==> src/shared/adc_pin_pkg.sv <==
// Shared constants and carrier types for the converter pin control block
package adc_pin_pkg;
  localparam int CHANNELS_MAX = 8;
  localparam int SAMPLE_BITS = 16;
  localparam int FULL_CHANNELS = 8;
  localparam int QUAD_CHANNELS = 4;
  // Speed select pin levels
  localparam logic SPEED_HIGH = 1'h0;
  localparam logic SPEED_LOW_POWER = 1'h1;
  // Expected master clock, kHz
  localparam int MCLK_FULL_KHZ = 27000;
  localparam int MCLK_HALF_HS_KHZ = 13500;
  localparam int MCLK_HALF_LP_KHZ = 5400;
  localparam int SYS_CLK_KHZ = 125000;
  // Scan select codes
  localparam logic [1:0] SCAN_NORMAL = 2'h0;
  localparam logic [1:0] SCAN_BOUNDARY = 2'h3;
  // Layout select field positions
  localparam int LAYOUT_PROTO_BIT = 0;
  localparam int LAYOUT_TDM_BIT = 1;
  localparam int LAYOUT_DYN_BIT = 2;
  localparam logic [2:0] LAYOUT_RESET = 3'h0;
  // Conversion period in master clock periods, per mode and divider
  localparam int CONV_HS_PERIODS = 512;
  localparam int CONV_LP_PERIODS = 2560;
  localparam int CONV_DIV_PERIODS = 256;
  localparam logic [11:0] CONV_CNT_RESET = 12'h000;
  localparam int MCLK_TO_READY_CYCLES = 1;

  typedef enum logic [1:0] {
    PROTO_SPI = 2'h0,
    PROTO_FRAME = 2'h1
  } proto_t;

  typedef struct packed {
    logic low_power;
    logic clk_full;
    logic [1:0] scan_sel;
    logic [2:0] layout;
  } cfg_t;

  typedef struct packed {
    logic [SAMPLE_BITS-1:0] data;
    logic [2:0] chan;
  } sample_t;
endpackage : adc_pin_pkg

==> src/design/sample_buf2.sv <==
// Two-entry valid/ready buffer carrying channel samples
`timescale 1ns/10ps
module sample_buf2
  import adc_pin_pkg::*;
(
  input wire logic clk, // System clock
  input wire logic rst_n, // Synchronised reset, active low
  input wire logic i_valid, // Fill side valid
  output logic o_ready, // Fill side ready
  input wire sample_t i_data, // Fill side word
  output logic o_valid, // Drain side valid
  input wire logic i_ready, // Drain side ready
  output sample_t o_data // Drain side word
);
  sample_t mem_reg [2];
  logic [1:0] count_reg;
  logic wr_ptr_reg;
  logic rd_ptr_reg;
  logic push;
  logic pop;

  assign o_ready = (count_reg != 2'h2);
  assign o_valid = (count_reg != 2'h0);
  assign o_data = mem_reg[rd_ptr_reg];
  assign push = i_valid && o_ready;
  assign pop = o_valid && i_ready;

  always_ff @(posedge clk or negedge rst_n) begin
    if (!rst_n) begin
      count_reg <= 2'h0;
      wr_ptr_reg <= 1'h0;
      rd_ptr_reg <= 1'h0;
    end else begin
      if (push) wr_ptr_reg <= ~wr_ptr_reg;
      if (pop) rd_ptr_reg <= ~rd_ptr_reg;
      if (push && !pop) count_reg <= count_reg + 2'h1;
      else if (pop && !push) count_reg <= count_reg - 2'h1;
    end
  end

  always_ff @(posedge clk) begin
    if (push) mem_reg[wr_ptr_reg] <= i_data;
  end
endmodule : sample_buf2

==> src/design/adc_pin_control.sv <==
// Pin-driven control, conversion timing and serial output of the converter
//
// Function
// - Speed select low gives high-speed mode, high gives low-power mode.
// - Divider select high expects a full-rate master clock, low a reduced one.
// - Scan select 00 is normal operation and 11 boundary scan.
// - Ready/frame pin is a frame input in frame-sync and a ready output in SPI.
// - Multiplexed layout sends every channel on the first data output alone.
// - Discrete layout gives each channel its own data output.
// - On the quad variant the four upper data outputs are still driven.
// - Each channel has its own power-down input acting on it alone.
// - Layout select chooses protocol, multiplexing and modulator mode.
// - One synchronize input realigns conversions of all channels together.
`timescale 1ns/10ps
module adc_pin_control
  import adc_pin_pkg::*;
#(
  parameter int NUM_CH = 8 // 8 octal, 4 quad
)(
  input wire logic I_SYS_CLK, // System clock
  input wire logic I_RESETN, // Reset, active low
  input wire logic I_MCLK_EN, // Master clock pulse
  input wire logic I_SPEED_SEL, // 0 high-speed, 1 low-power
  input wire logic I_MASTER_CLOCK_DIVIDER_SELECT, // 1 full-rate clock
  input wire logic [1:0] I_SCAN_SEL, // Test mode select
  input wire logic [2:0] I_LAYOUT_SEL, // Protocol and layout select
  input wire logic [CHANNELS_MAX-1:0] I_CHANNEL_POWERDOWN, // Per channel
  input wire logic I_SYNC, // Synchronize, realigns all channels
  input wire logic I_SCLK, // Shift clock level
  input wire logic I_DAISY_IN, // Daisy-chain data input
  input wire logic I_READY_OR_FRAME_STROBE, // Frame clock input pin level
  input wire logic [CHANNELS_MAX-1:0] I_MOD_BIT, // Modulator bits
  input wire logic I_SAMPLE_VALID, // Filter result valid
  output logic O_SAMPLE_READY, // Filter result accepted
  input wire sample_t I_SAMPLE, // Filter result word
  output logic O_READY_OR_FRAME_STROBE, // Data-ready output, active low
  output logic O_READY_OR_FRAME_STROBE_OE, // High while driving the pin
  output logic [CHANNELS_MAX-1:0] O_DOUT, // Serial data outputs
  output logic [CHANNELS_MAX-1:0] O_CH_ACTIVE, // Channel powered
  output logic O_LOW_POWER, // Low-power mode active
  output logic O_SCAN_MODE, // Boundary scan active
  output logic [11:0] O_CONV_PERIOD, // Master clocks per conversion
  output logic O_CONV_START // One pulse per conversion
);
  logic rst_s1_reg;
  logic rst_n;
  cfg_t cfg;
  logic frame_mode;
  logic tdm_mode;
  logic mod_mode;
  logic [11:0] conv_len;
  logic [11:0] conv_cnt_reg;
  logic sync_d_reg;
  logic sclk_d_reg;
  logic frame_d_reg;
  logic sclk_fall;
  logic frame_rise;
  logic shift_go;
  logic buf_valid;
  logic buf_ready;
  sample_t buf_data;
  logic [SAMPLE_BITS-1:0] shift_reg;
  logic [4:0] bit_cnt_reg;
  logic [2:0] chan_reg;

  typedef enum logic [1:0] {
    ST_IDLE = 2'h0,
    ST_READY = 2'h1,
    ST_SHIFT = 2'h3
  } out_state_t;
  out_state_t state_reg;

  function automatic logic [11:0] conv_periods(input logic lp,
                                              input logic full);
    if (!full) conv_periods = 12'(CONV_DIV_PERIODS);
    else if (lp) conv_periods = 12'(CONV_LP_PERIODS);
    else conv_periods = 12'(CONV_HS_PERIODS);
  endfunction : conv_periods

  always_ff @(posedge I_SYS_CLK or negedge I_RESETN) begin
    if (!I_RESETN) begin
      rst_s1_reg <= 1'h0;
      rst_n <= 1'h0;
    end else begin
      rst_s1_reg <= 1'h1;
      rst_n <= rst_s1_reg;
    end
  end

  assign cfg = '{low_power: I_SPEED_SEL,
                 clk_full: I_MASTER_CLOCK_DIVIDER_SELECT,
                 scan_sel: I_SCAN_SEL, layout: I_LAYOUT_SEL};
  assign frame_mode = cfg.layout[LAYOUT_PROTO_BIT];
  assign tdm_mode = cfg.layout[LAYOUT_TDM_BIT];
  assign mod_mode = (cfg.layout == 3'h7); // Modulator output
  assign conv_len = conv_periods(cfg.low_power, cfg.clk_full);
  assign sclk_fall = sclk_d_reg && !I_SCLK;
  assign frame_rise = !frame_d_reg && I_READY_OR_FRAME_STROBE;

  always_ff @(posedge I_SYS_CLK or negedge rst_n) begin
    if (!rst_n) begin
      O_LOW_POWER <= 1'h0;
      O_SCAN_MODE <= 1'h0;
      O_CONV_PERIOD <= CONV_CNT_RESET;
      O_CH_ACTIVE <= '0;
    end else begin
      O_LOW_POWER <= (cfg.low_power == SPEED_LOW_POWER);
      O_SCAN_MODE <= (cfg.scan_sel == SCAN_BOUNDARY);
      O_CONV_PERIOD <= conv_len;
      for (int i = 0; i < CHANNELS_MAX; i++) begin
        O_CH_ACTIVE[i] <= (i < NUM_CH) && !I_CHANNEL_POWERDOWN[i];
      end
    end
  end

  always_ff @(posedge I_SYS_CLK or negedge rst_n) begin
    if (!rst_n) begin
      sync_d_reg <= 1'h0;
      sclk_d_reg <= 1'h0;
      frame_d_reg <= 1'h0;
    end else begin
      sync_d_reg <= I_SYNC;
      sclk_d_reg <= I_SCLK;
      frame_d_reg <= I_READY_OR_FRAME_STROBE;
    end
  end

  // Rising sync restarts the shared counter, so all channels realign
  always_ff @(posedge I_SYS_CLK or negedge rst_n) begin
    if (!rst_n) begin
      conv_cnt_reg <= CONV_CNT_RESET;
      O_CONV_START <= 1'h0;
    end else begin
      O_CONV_START <= 1'h0;
      if (I_SYNC && !sync_d_reg) begin
        conv_cnt_reg <= CONV_CNT_RESET;
      end else if (I_MCLK_EN && cfg.scan_sel == SCAN_NORMAL) begin
        if (conv_cnt_reg >= conv_len - 12'h1) begin
          conv_cnt_reg <= CONV_CNT_RESET;
          O_CONV_START <= 1'h1;
        end else begin
          conv_cnt_reg <= conv_cnt_reg + 12'h1;
        end
      end
    end
  end

  // Buffer absorbs a word while the host has not shifted the last one out
  sample_buf2 u_buf (
    .clk(I_SYS_CLK),
    .rst_n(rst_n),
    .i_valid(I_SAMPLE_VALID && O_CH_ACTIVE[I_SAMPLE.chan]),
    .o_ready(buf_ready),
    .i_data(I_SAMPLE),
    .o_valid(buf_valid),
    .i_ready(shift_go),
    .o_data(buf_data)
  );

  always_ff @(posedge I_SYS_CLK or negedge rst_n) begin
    if (!rst_n) O_SAMPLE_READY <= 1'h0;
    else O_SAMPLE_READY <= buf_ready;
  end

  assign shift_go = (state_reg == ST_IDLE) && buf_valid;

  always_ff @(posedge I_SYS_CLK or negedge rst_n) begin
    if (!rst_n) begin
      state_reg <= ST_IDLE;
      shift_reg <= '0;
      bit_cnt_reg <= 5'h00;
      chan_reg <= 3'h0;
    end else begin
      unique case (state_reg)
        ST_IDLE: begin
          if (shift_go) begin
            shift_reg <= buf_data.data;
            chan_reg <= buf_data.chan;
            bit_cnt_reg <= 5'(SAMPLE_BITS);
            state_reg <= ST_READY;
          end
        end
        ST_READY: begin
          // Frame-sync waits for the host frame edge, SPI for first fall
          if (frame_mode ? frame_rise : sclk_fall) begin
            if (!frame_mode) begin
              // MSB already stood since ready, so this fall moves on
              shift_reg <= {shift_reg[SAMPLE_BITS-2:0], I_DAISY_IN};
              bit_cnt_reg <= bit_cnt_reg - 5'h01;
            end
            state_reg <= ST_SHIFT;
          end
        end
        ST_SHIFT: begin
          if (sclk_fall) begin
            shift_reg <= {shift_reg[SAMPLE_BITS-2:0], I_DAISY_IN};
            bit_cnt_reg <= bit_cnt_reg - 5'h01;
            if (bit_cnt_reg == 5'h01) begin
              state_reg <= ST_IDLE;
            end
          end
        end
        default: state_reg <= ST_IDLE;
      endcase
    end
  end

  always_ff @(posedge I_SYS_CLK or negedge rst_n) begin
    if (!rst_n) begin
      O_READY_OR_FRAME_STROBE <= 1'h1;
      O_READY_OR_FRAME_STROBE_OE <= 1'h0;
    end else begin
      O_READY_OR_FRAME_STROBE_OE <= !frame_mode;
      O_READY_OR_FRAME_STROBE <= !(state_reg == ST_READY);
    end
  end

  // Unused quad outputs are driven low, never released
  always_ff @(posedge I_SYS_CLK or negedge rst_n) begin
    if (!rst_n) begin
      O_DOUT <= '0;
    end else begin
      O_DOUT <= '0;
      if (mod_mode) begin
        O_DOUT <= I_MOD_BIT & O_CH_ACTIVE;
      end else if (tdm_mode) begin
        O_DOUT[0] <= shift_reg[SAMPLE_BITS-1];
      end else if ({1'b0, chan_reg} < 4'(NUM_CH)) begin
        O_DOUT[chan_reg] <= shift_reg[SAMPLE_BITS-1];
      end
    end
  end
endmodule : adc_pin_control

==> config.mk <==
export PLATFORM = sky130hd
export DESIGN_NAME = adc_pin_control
export DESIGN_NICKNAME = d
export VERILOG_FILES = /design/src/shared/adc_pin_pkg.sv /design/src/design/sample_buf2.sv /design/src/design/adc_pin_control.sv
export SDC_FILE = /design/constraint.sdc
export NUM_CORES = 1
export LEC_CHECK = 0
export BUFFER_PORTS_ARGS = -buffer_cell sky130_fd_sc_hd__buf_4
export CORE_UTILIZATION = 50
export CTS_CLUSTER_SIZE = 24
export DETAILED_ROUTE_END_ITERATION = 10
export GPL_TIMING_DRIVEN = 0
export PLACE_DENSITY_LB_ADDON = 0.2
export RECOVER_POWER = 100
export SETUP_SLACK_MARGIN = 0.4
export SLEW_MARGIN = 15
export SYNTH_ARGS = -nofsm -noshare
export SYNTH_HDL_FRONTEND = slang
export SYNTH_HIERARCHICAL = 1
export SYNTH_SLANG_ARGS = --single-unit
==> constraint.sdc <==
create_clock -name I_SYS_CLK -period 2.9 [get_ports I_SYS_CLK]
set_input_delay 0.145 -clock I_SYS_CLK [delete_from_list [all_inputs] [get_ports I_SYS_CLK]]
set_output_delay 0.145 -clock I_SYS_CLK [all_outputs]
set_load 0.01 [all_outputs]
### Word level (Yosys, flattened, before mapping)

Memories as Yosys holds them, arrays and structs flattened.
Index checks and enable logic that the tools add are counted.

| word-level totals | value |
|---|---|
| bits in registers | 81 |
| RAM bits | 38 |
| output and inout bits | 34 |
| word-level logic and storage cells | 117 |
| memories kept | 1 |

| operators by class | value |
|---|---|
| add/sub/neg operators | 5 |
| magnitude comparators | 4 |
| equality and inequality tests | 11 |
| multiplexer cells | 35 |
| bitwise logic cells | 4 |
| reductions and logical operators | 35 |

Memory list:

| memory | words | width | rd ports | clocked after memory_dff | wr ports | line | text |
|---|---|---|---|---|---|---|---|
| u_buf.mem_reg | 2 | 19 | 1 | 0 | 1 | sample_buf2.sv:15 | `sample_t mem_reg [2];` |

Operator list:

| cell | number |
|---|---|
| $mux 16 | 4 |
| $mux 12 | 5 |
| $pmux 16 s3 | 1 |
| $mux 5 | 4 |
| $and 8x8->8 | 2 |
| $logic_not 1->1 | 15 |
| $pmux 5 s3 | 1 |
| $add 12x1->12 const B | 1 |
| $ge 12x12->1 | 1 |
| $mux 2 | 6 |
| $sub 12x1->12 const B | 1 |
| $logic_and 1x1->1 | 11 |
| $ne 2x2->1 const B | 5 |
| $mux 1 | 9 |
| $lt 3x4->1 const B | 2 |
| $mux 8 | 1 |
| $mux 7 | 1 |
| $pmux 2 s3 | 1 |
| $reduce_bool 2->1 | 3 |
| $eq 5x1->1 const B | 1 |
| $reduce_and 5->1 | 1 |
| $sub 5x1->5 const B | 1 |
| $eq 2x2->1 const B | 2 |
| $logic_not 2->1 | 2 |
| 12 further kinds | 13 |

### Longest topological paths before layout

| logic depth | value |
|---|---|
| depth after elaboration | 8 |
| depth in mapped cells | 9 |
| gate-level depth less buffers | 9 |

### Modules after synthesis

Netlist, hierarchy kept.

By module, submodules not included:

| module | times used | cells each | area an instance (µm²) | seq. area each (µm²) |
|---|---|---|---|---|
| adc_pin_control | 1 | 284 | 3110.5 | 1702.9 |
| sample_buf2 | 1 | 77 | 1589.0 | 1241.2 |

### Least setup slack after synthesis

Ideal clock, no wire load.

| timing | value |
|---|---|
| path kind | register to register |
| from | reg O_CH_ACTIVE[5] |
| to | mem u_buf/mem_reg[0][0] (netlist name) (enable) |
| data arrival time | 1735 ps |
| slack | 770 ps |
| cell stages (with the launch flop) | 6 |
| path buffers | 0 |
| period minus slack after synthesis | 2130 ps |
| cell sequence | dfrtp_1 mux4_2 mux2i_1 nor2b_1 nand2_1 nor2_1 |

| on the way | value |
|---|---|
| cells in the longest elaborated chain, start to end | 6 |

Ends and longest elaborated chain:

| element | line | text |
|---|---|---|
| from (decl) | adc_pin_control.sv:39 | `output logic [CHANNELS_MAX-1:0] O_CH_ACTIVE,` |
| from (signal, indexed assignment) | adc_pin_control.sv:111 | `O_CH_ACTIVE[i] <= (i < NUM_CH) && !I_CHANNEL_POWERDOWN[i];` |
| $bmux 1 s3 | adc_pin_control.sv:152 | `.i_valid(I_SAMPLE_VALID && O_CH_ACTIVE[I_SAMPLE.chan]),` |
| $mux 1 (not written as such) | adc_pin_control.sv:152 |  |
| $logic_and 1x1->1 | adc_pin_control.sv:152 |  |
| $logic_and 1x1->1 | sample_buf2.sv:25 | `assign push = i_valid && o_ready;` |
| $mux 1 | sample_buf2.sv:42 | `if (push) mem_reg[wr_ptr_reg] <= i_data;` |
| $mux 1 (not written as such) | sample_buf2.sv:42 |  |
| to (decl) | sample_buf2.sv:15 |  |

Every way passes these cells. The select of a mux whose other input is x is not followed.

### Worst setup path after layout

| timing | value |
|---|---|
| from | in I_SAMPLE[0] (netlist name) |
| to | mem u_buf/mem_reg[0][13] (netlist name) (enable) |

| on the way | value |
|---|---|
| cells in the longest elaborated chain, start to end | 6 |

Ends and longest elaborated chain:

| element | line | text |
|---|---|---|
| from (decl) | adc_pin_control.sv:35 | `input wire sample_t I_SAMPLE,` |
| $bmux 1 s3 | adc_pin_control.sv:152 |  |
| $mux 1 (not written as such) | adc_pin_control.sv:152 |  |
| $logic_and 1x1->1 | adc_pin_control.sv:152 |  |
| $logic_and 1x1->1 | sample_buf2.sv:25 |  |
| $mux 1 | sample_buf2.sv:42 |  |
| $mux 1 (not written as such) | sample_buf2.sv:42 |  |

Every way passes these cells. The select of a mux whose other input is x is not followed.

==> parameters.txt <==
Parameter                              Value

Outcome
  Outcome    finished clean

GRT
  Vias in the first global route    3163
  Global route total overflow    0
  Global-route wire length before repair    14.86 mm
  Pin count of the biggest net entering global routing    46
  Number of antenna violations at the first check in global routing    0
  Overall routing resource usage    19.96%

Critical path
  Launching point of the worst reg2reg path    u_buf/count_reg[0]
  Category of cells accounting for the largest share of critical-path delay    buffers and inverters
  Cells traversed along the worst timing path    dlygate4sd3_1 -> clkbuf_1 -> mux4_2 -> mux2i_1 -> nor2b_1 -> nand2_1 -> nor2_2 -> clkbuf_2
  Library cell contributing the largest single delay on the critical path    sky130_fd_sc_hd__dlygate4sd3_1
  CP Launch Type    input port
  Kind of end point of the critical path    flip-flop
  Critical path's largest stage delay    0.54 ns
  Highest fanout seen on the critical path    11
  Timing startpoint of the critical path    I_SAMPLE[0]
  Required time of the critical path    2.95 ns
  Worst setup path class    input port to flip-flop
  Critical path buffers and inverters    3
  Reg-to-reg setup timing slack    0.45 ns
  Arrival time at the worst endpoint    2.53 ns

Synth
  Synthesized cell area    4700 µm²
  Number of register bits inferred by synthesis    110
  Cell with the most instances after synthesis    sky130_fd_sc_hd__dfrtp_1
  Compound-Gate Fraction of Synth Area    7.508%
  Area share of and/or/nand/nor cells after synthesis    11.71%
  Most used flip-flop cell after synthesis    sky130_fd_sc_hd__dfrtp_1
  Post-synth EDFFs    38
  Fraction of synthesized cell area in xor and xnor cells    2.423%
  Synth top area cells    sky130_fd_sc_hd__dfrtp_1, sky130_fd_sc_hd__edfxtp_1, sky130_fd_sc_hd__mux2_2
  Async SR Flop Fraction    65.45%
  Unique cell type count in the Yosys netlist    50
  Share of synthesized cell area in full adder, half adder and majority cells    1.597%
  Share of synthesized area spent on multiplexers    9.372%
  Fraction of the yosys area taken by sequential cells    62.65%
  Mean area per synthesized cell    13.02 µm²
  Top cells by count, synth    sky130_fd_sc_hd__dfrtp_1, sky130_fd_sc_hd__nand2_1, sky130_fd_sc_hd__edfxtp_1
  Area share of the leading cell type in the synthesized netlist    37.81%
  Post-synthesis instance total    361
  Count of warnings emitted by yosys    6
  Cell taking the most area after synthesis    sky130_fd_sc_hd__dfrtp_1
  Combinational family with the most area after synthesis    simple AND/OR/NAND/NOR gates

Pwr
  Leakage power of the design    2.512 nW
  Total Power Consumption    4.088 mW
  Peak supply drop    318.4 µV
  Power density over cell area    701.5 nW/µm²

Layout
  Layout Nets    548
  Synthesis-to-finish area growth    24.01%
  Filler cells    761
  Count of non-filler cells in the finished layout    608
  Diode insertion count for antenna repair    0
  Fraction of final layout cells sized beyond drive strength 1    19.72%
  Utilization of the core after routing    63.68%
  Max FFs per register    38

CTS
  Clock-pin slew reported for the worst setup and hold paths after clock tree synthesis    0.10 ns
  Longest Clk Path Bufs    2
  H-tree depth reported by CTS    3
  Number of gates resized after CTS    0
  Number of buffers added by the clock tree synthesis step    9
  Post-CTS repair timing setup buffer count    0
  Clock root buffer    sky130_fd_sc_hd__clkbuf_8
  Number of hold buffers added after CTS    35
  Worst-skew pair later-pin latency    0.37 ns
  Number of clock sinks    110
  Clock tree from TritonCTS    built

Place
  Count of input and output buffers    74
  Hpwl dp    6.114 mm
  Routability cong.    0.8448
  Cell count after placement    556

STA
  Final clock period utilization by the worst path    85.64%
  Relative slew slack    24.18%
  Pin slew with the least headroom to its limit    1.137 ns
  Setup violators final    0
  Post-route setup TNS    0 ns
  Setup repair after global routing missed its margin    no
  Final count of hold timing violations    0
  Maximum clock frequency    402.6 MHz
  Hold_ws    0.02526 ns
  Final setup skew    0.008613 ns
  Shortest period the worst path allows    2.484 ns
  Final Slew Violations    0

Route
  Via-to-Cell Ratio    5.123
  Routed wire length per instance    14.71 µm
  Detailed-router iteration count before antenna repair    4
  Total wire length    8.945 mm
  Starting DRC count in detailed routing    118
  Remaining design rule violation count    0
  Residual antenna-violating net count after detailed routing    0
  Total via count in the routed design    3115

Die
  Number of I/O pins    84
  Chip Height    98.95 µm
  Initial cell density of the core    51.35%
  Floorplan core area    9153 µm²
  Die extent in x    98.95 µm
  Number of placement rows    35
  Die Outline Area    9791 µm²

Run
  Maximum Capacitance Violations    0

Hold path
  Startpoint of the lowest-slack hold path    I_MOD_BIT[2]
  Hold/Removal Path Class    input port to flip-flop
layout by cell type (no fill, tap or decap), drive strengths merged, types with 9 or more instances in the layout:
| cell type | synthesis | final |
|---|---|---|
| clkbuf | 4 | 79 |
| dfrtp | 71 | 71 |
| nand2 | 41 | 41 |
| edfxtp | 38 | 38 |
| dlygate4sd3 | 0 | 36 |
| o21ai | 30 | 30 |
| buf | 17 | 27 |
| mux2 | 20 | 20 |
| inv | 18 | 20 |
| mux2i | 17 | 17 |
| nand3 | 12 | 12 |
| conb | 2 | 10 |
| xnor2 | 9 | 9 |
| nor3 | 9 | 9 |
metrics by stage:
stage | setup slack (ns) | area [µm²]
global placement | -0.05416 | 5424
CTS | 0.6558 | 6051
finish | 0.4164 | 5828
floorplan | 0.7482 | 4730
detailed placement | 0.6942 | 5473
global route | 0.2286 | 5828
cell type report:
cell class | instances | area (µm²) | share of cell area (%)
buffer | 21 | 130.1 | 2.233
multi-input combinational | 220 | 1536 | 26.36
timing repair buffer | 112 | 783.3 | 13.44
sequential | 110 | 2944 | 50.52
tap | 111 | 138.9 | 2.383
inverter | 18 | 67.56 | 1.159
clock inverter | 7 | 103.9 | 1.782
clock buffer | 9 | 123.9 | 2.125
worst reg2reg max path: cells and delay by family (launching register included):
| kind | cells | cell delay, ns |
|---|---|---|
| flops | 1 | 0.44 |
| buf+inv | 2 | 0.77 |
| compound gates | 2 | 0.49 |
| simple gates | 3 | 0.67 |
cell families (layout without fill, tap and decap cells):
logic type	count (synthesis)	after routing
mux	39	39
buf+inv	39	167
compound gates	53	53
simple gates	99	99
flops	110	110
xor+xnor	13	13
fa+ha+maj	6	6
other cells	2	10
where the power goes:
group / switching [mW] / internal [mW] / leakage (nW)
Sequential: 0.183 / 1.91 / 1.26
Combinational: 0.504 / 0.461 / 1.14
Clock: 0.530 / 0.497 / 0.114
Total: 1.22 / 2.87 / 2.51
path summary, 6_finish.rpt:
path                                   endpoint  cells after the start
max in group asynchronous       conv_cnt_reg[4]                      1
setup reg to reg                   shift_reg[4]                      7
min in group asynchronous            rst_s1_reg                      2
setup / recovery           u_buf/mem_reg[0][13]                      8
hold / removal                        O_DOUT[2]                      3
hold reg to reg                           rst_n                      0
metal layers:
| layer | GRT usage, % | wire, µm | share of wire, % | vias up |
|---|---|---|---|---|
| met4 | 6.200 | 97 | 1.1 | 0 |
| met5 | 0 | 0 | 0 | - |
| met2 | 34.37 | 4474 | 50 | 63 |
| met1 | 25.22 | 4032 | 45 | 1521 |
| li1 | - | - | - | 1522 |
| met3 | 4.468 | 340 | 3.8 | 9 |
No activity file was read; power rests on OpenSTA's default activity.
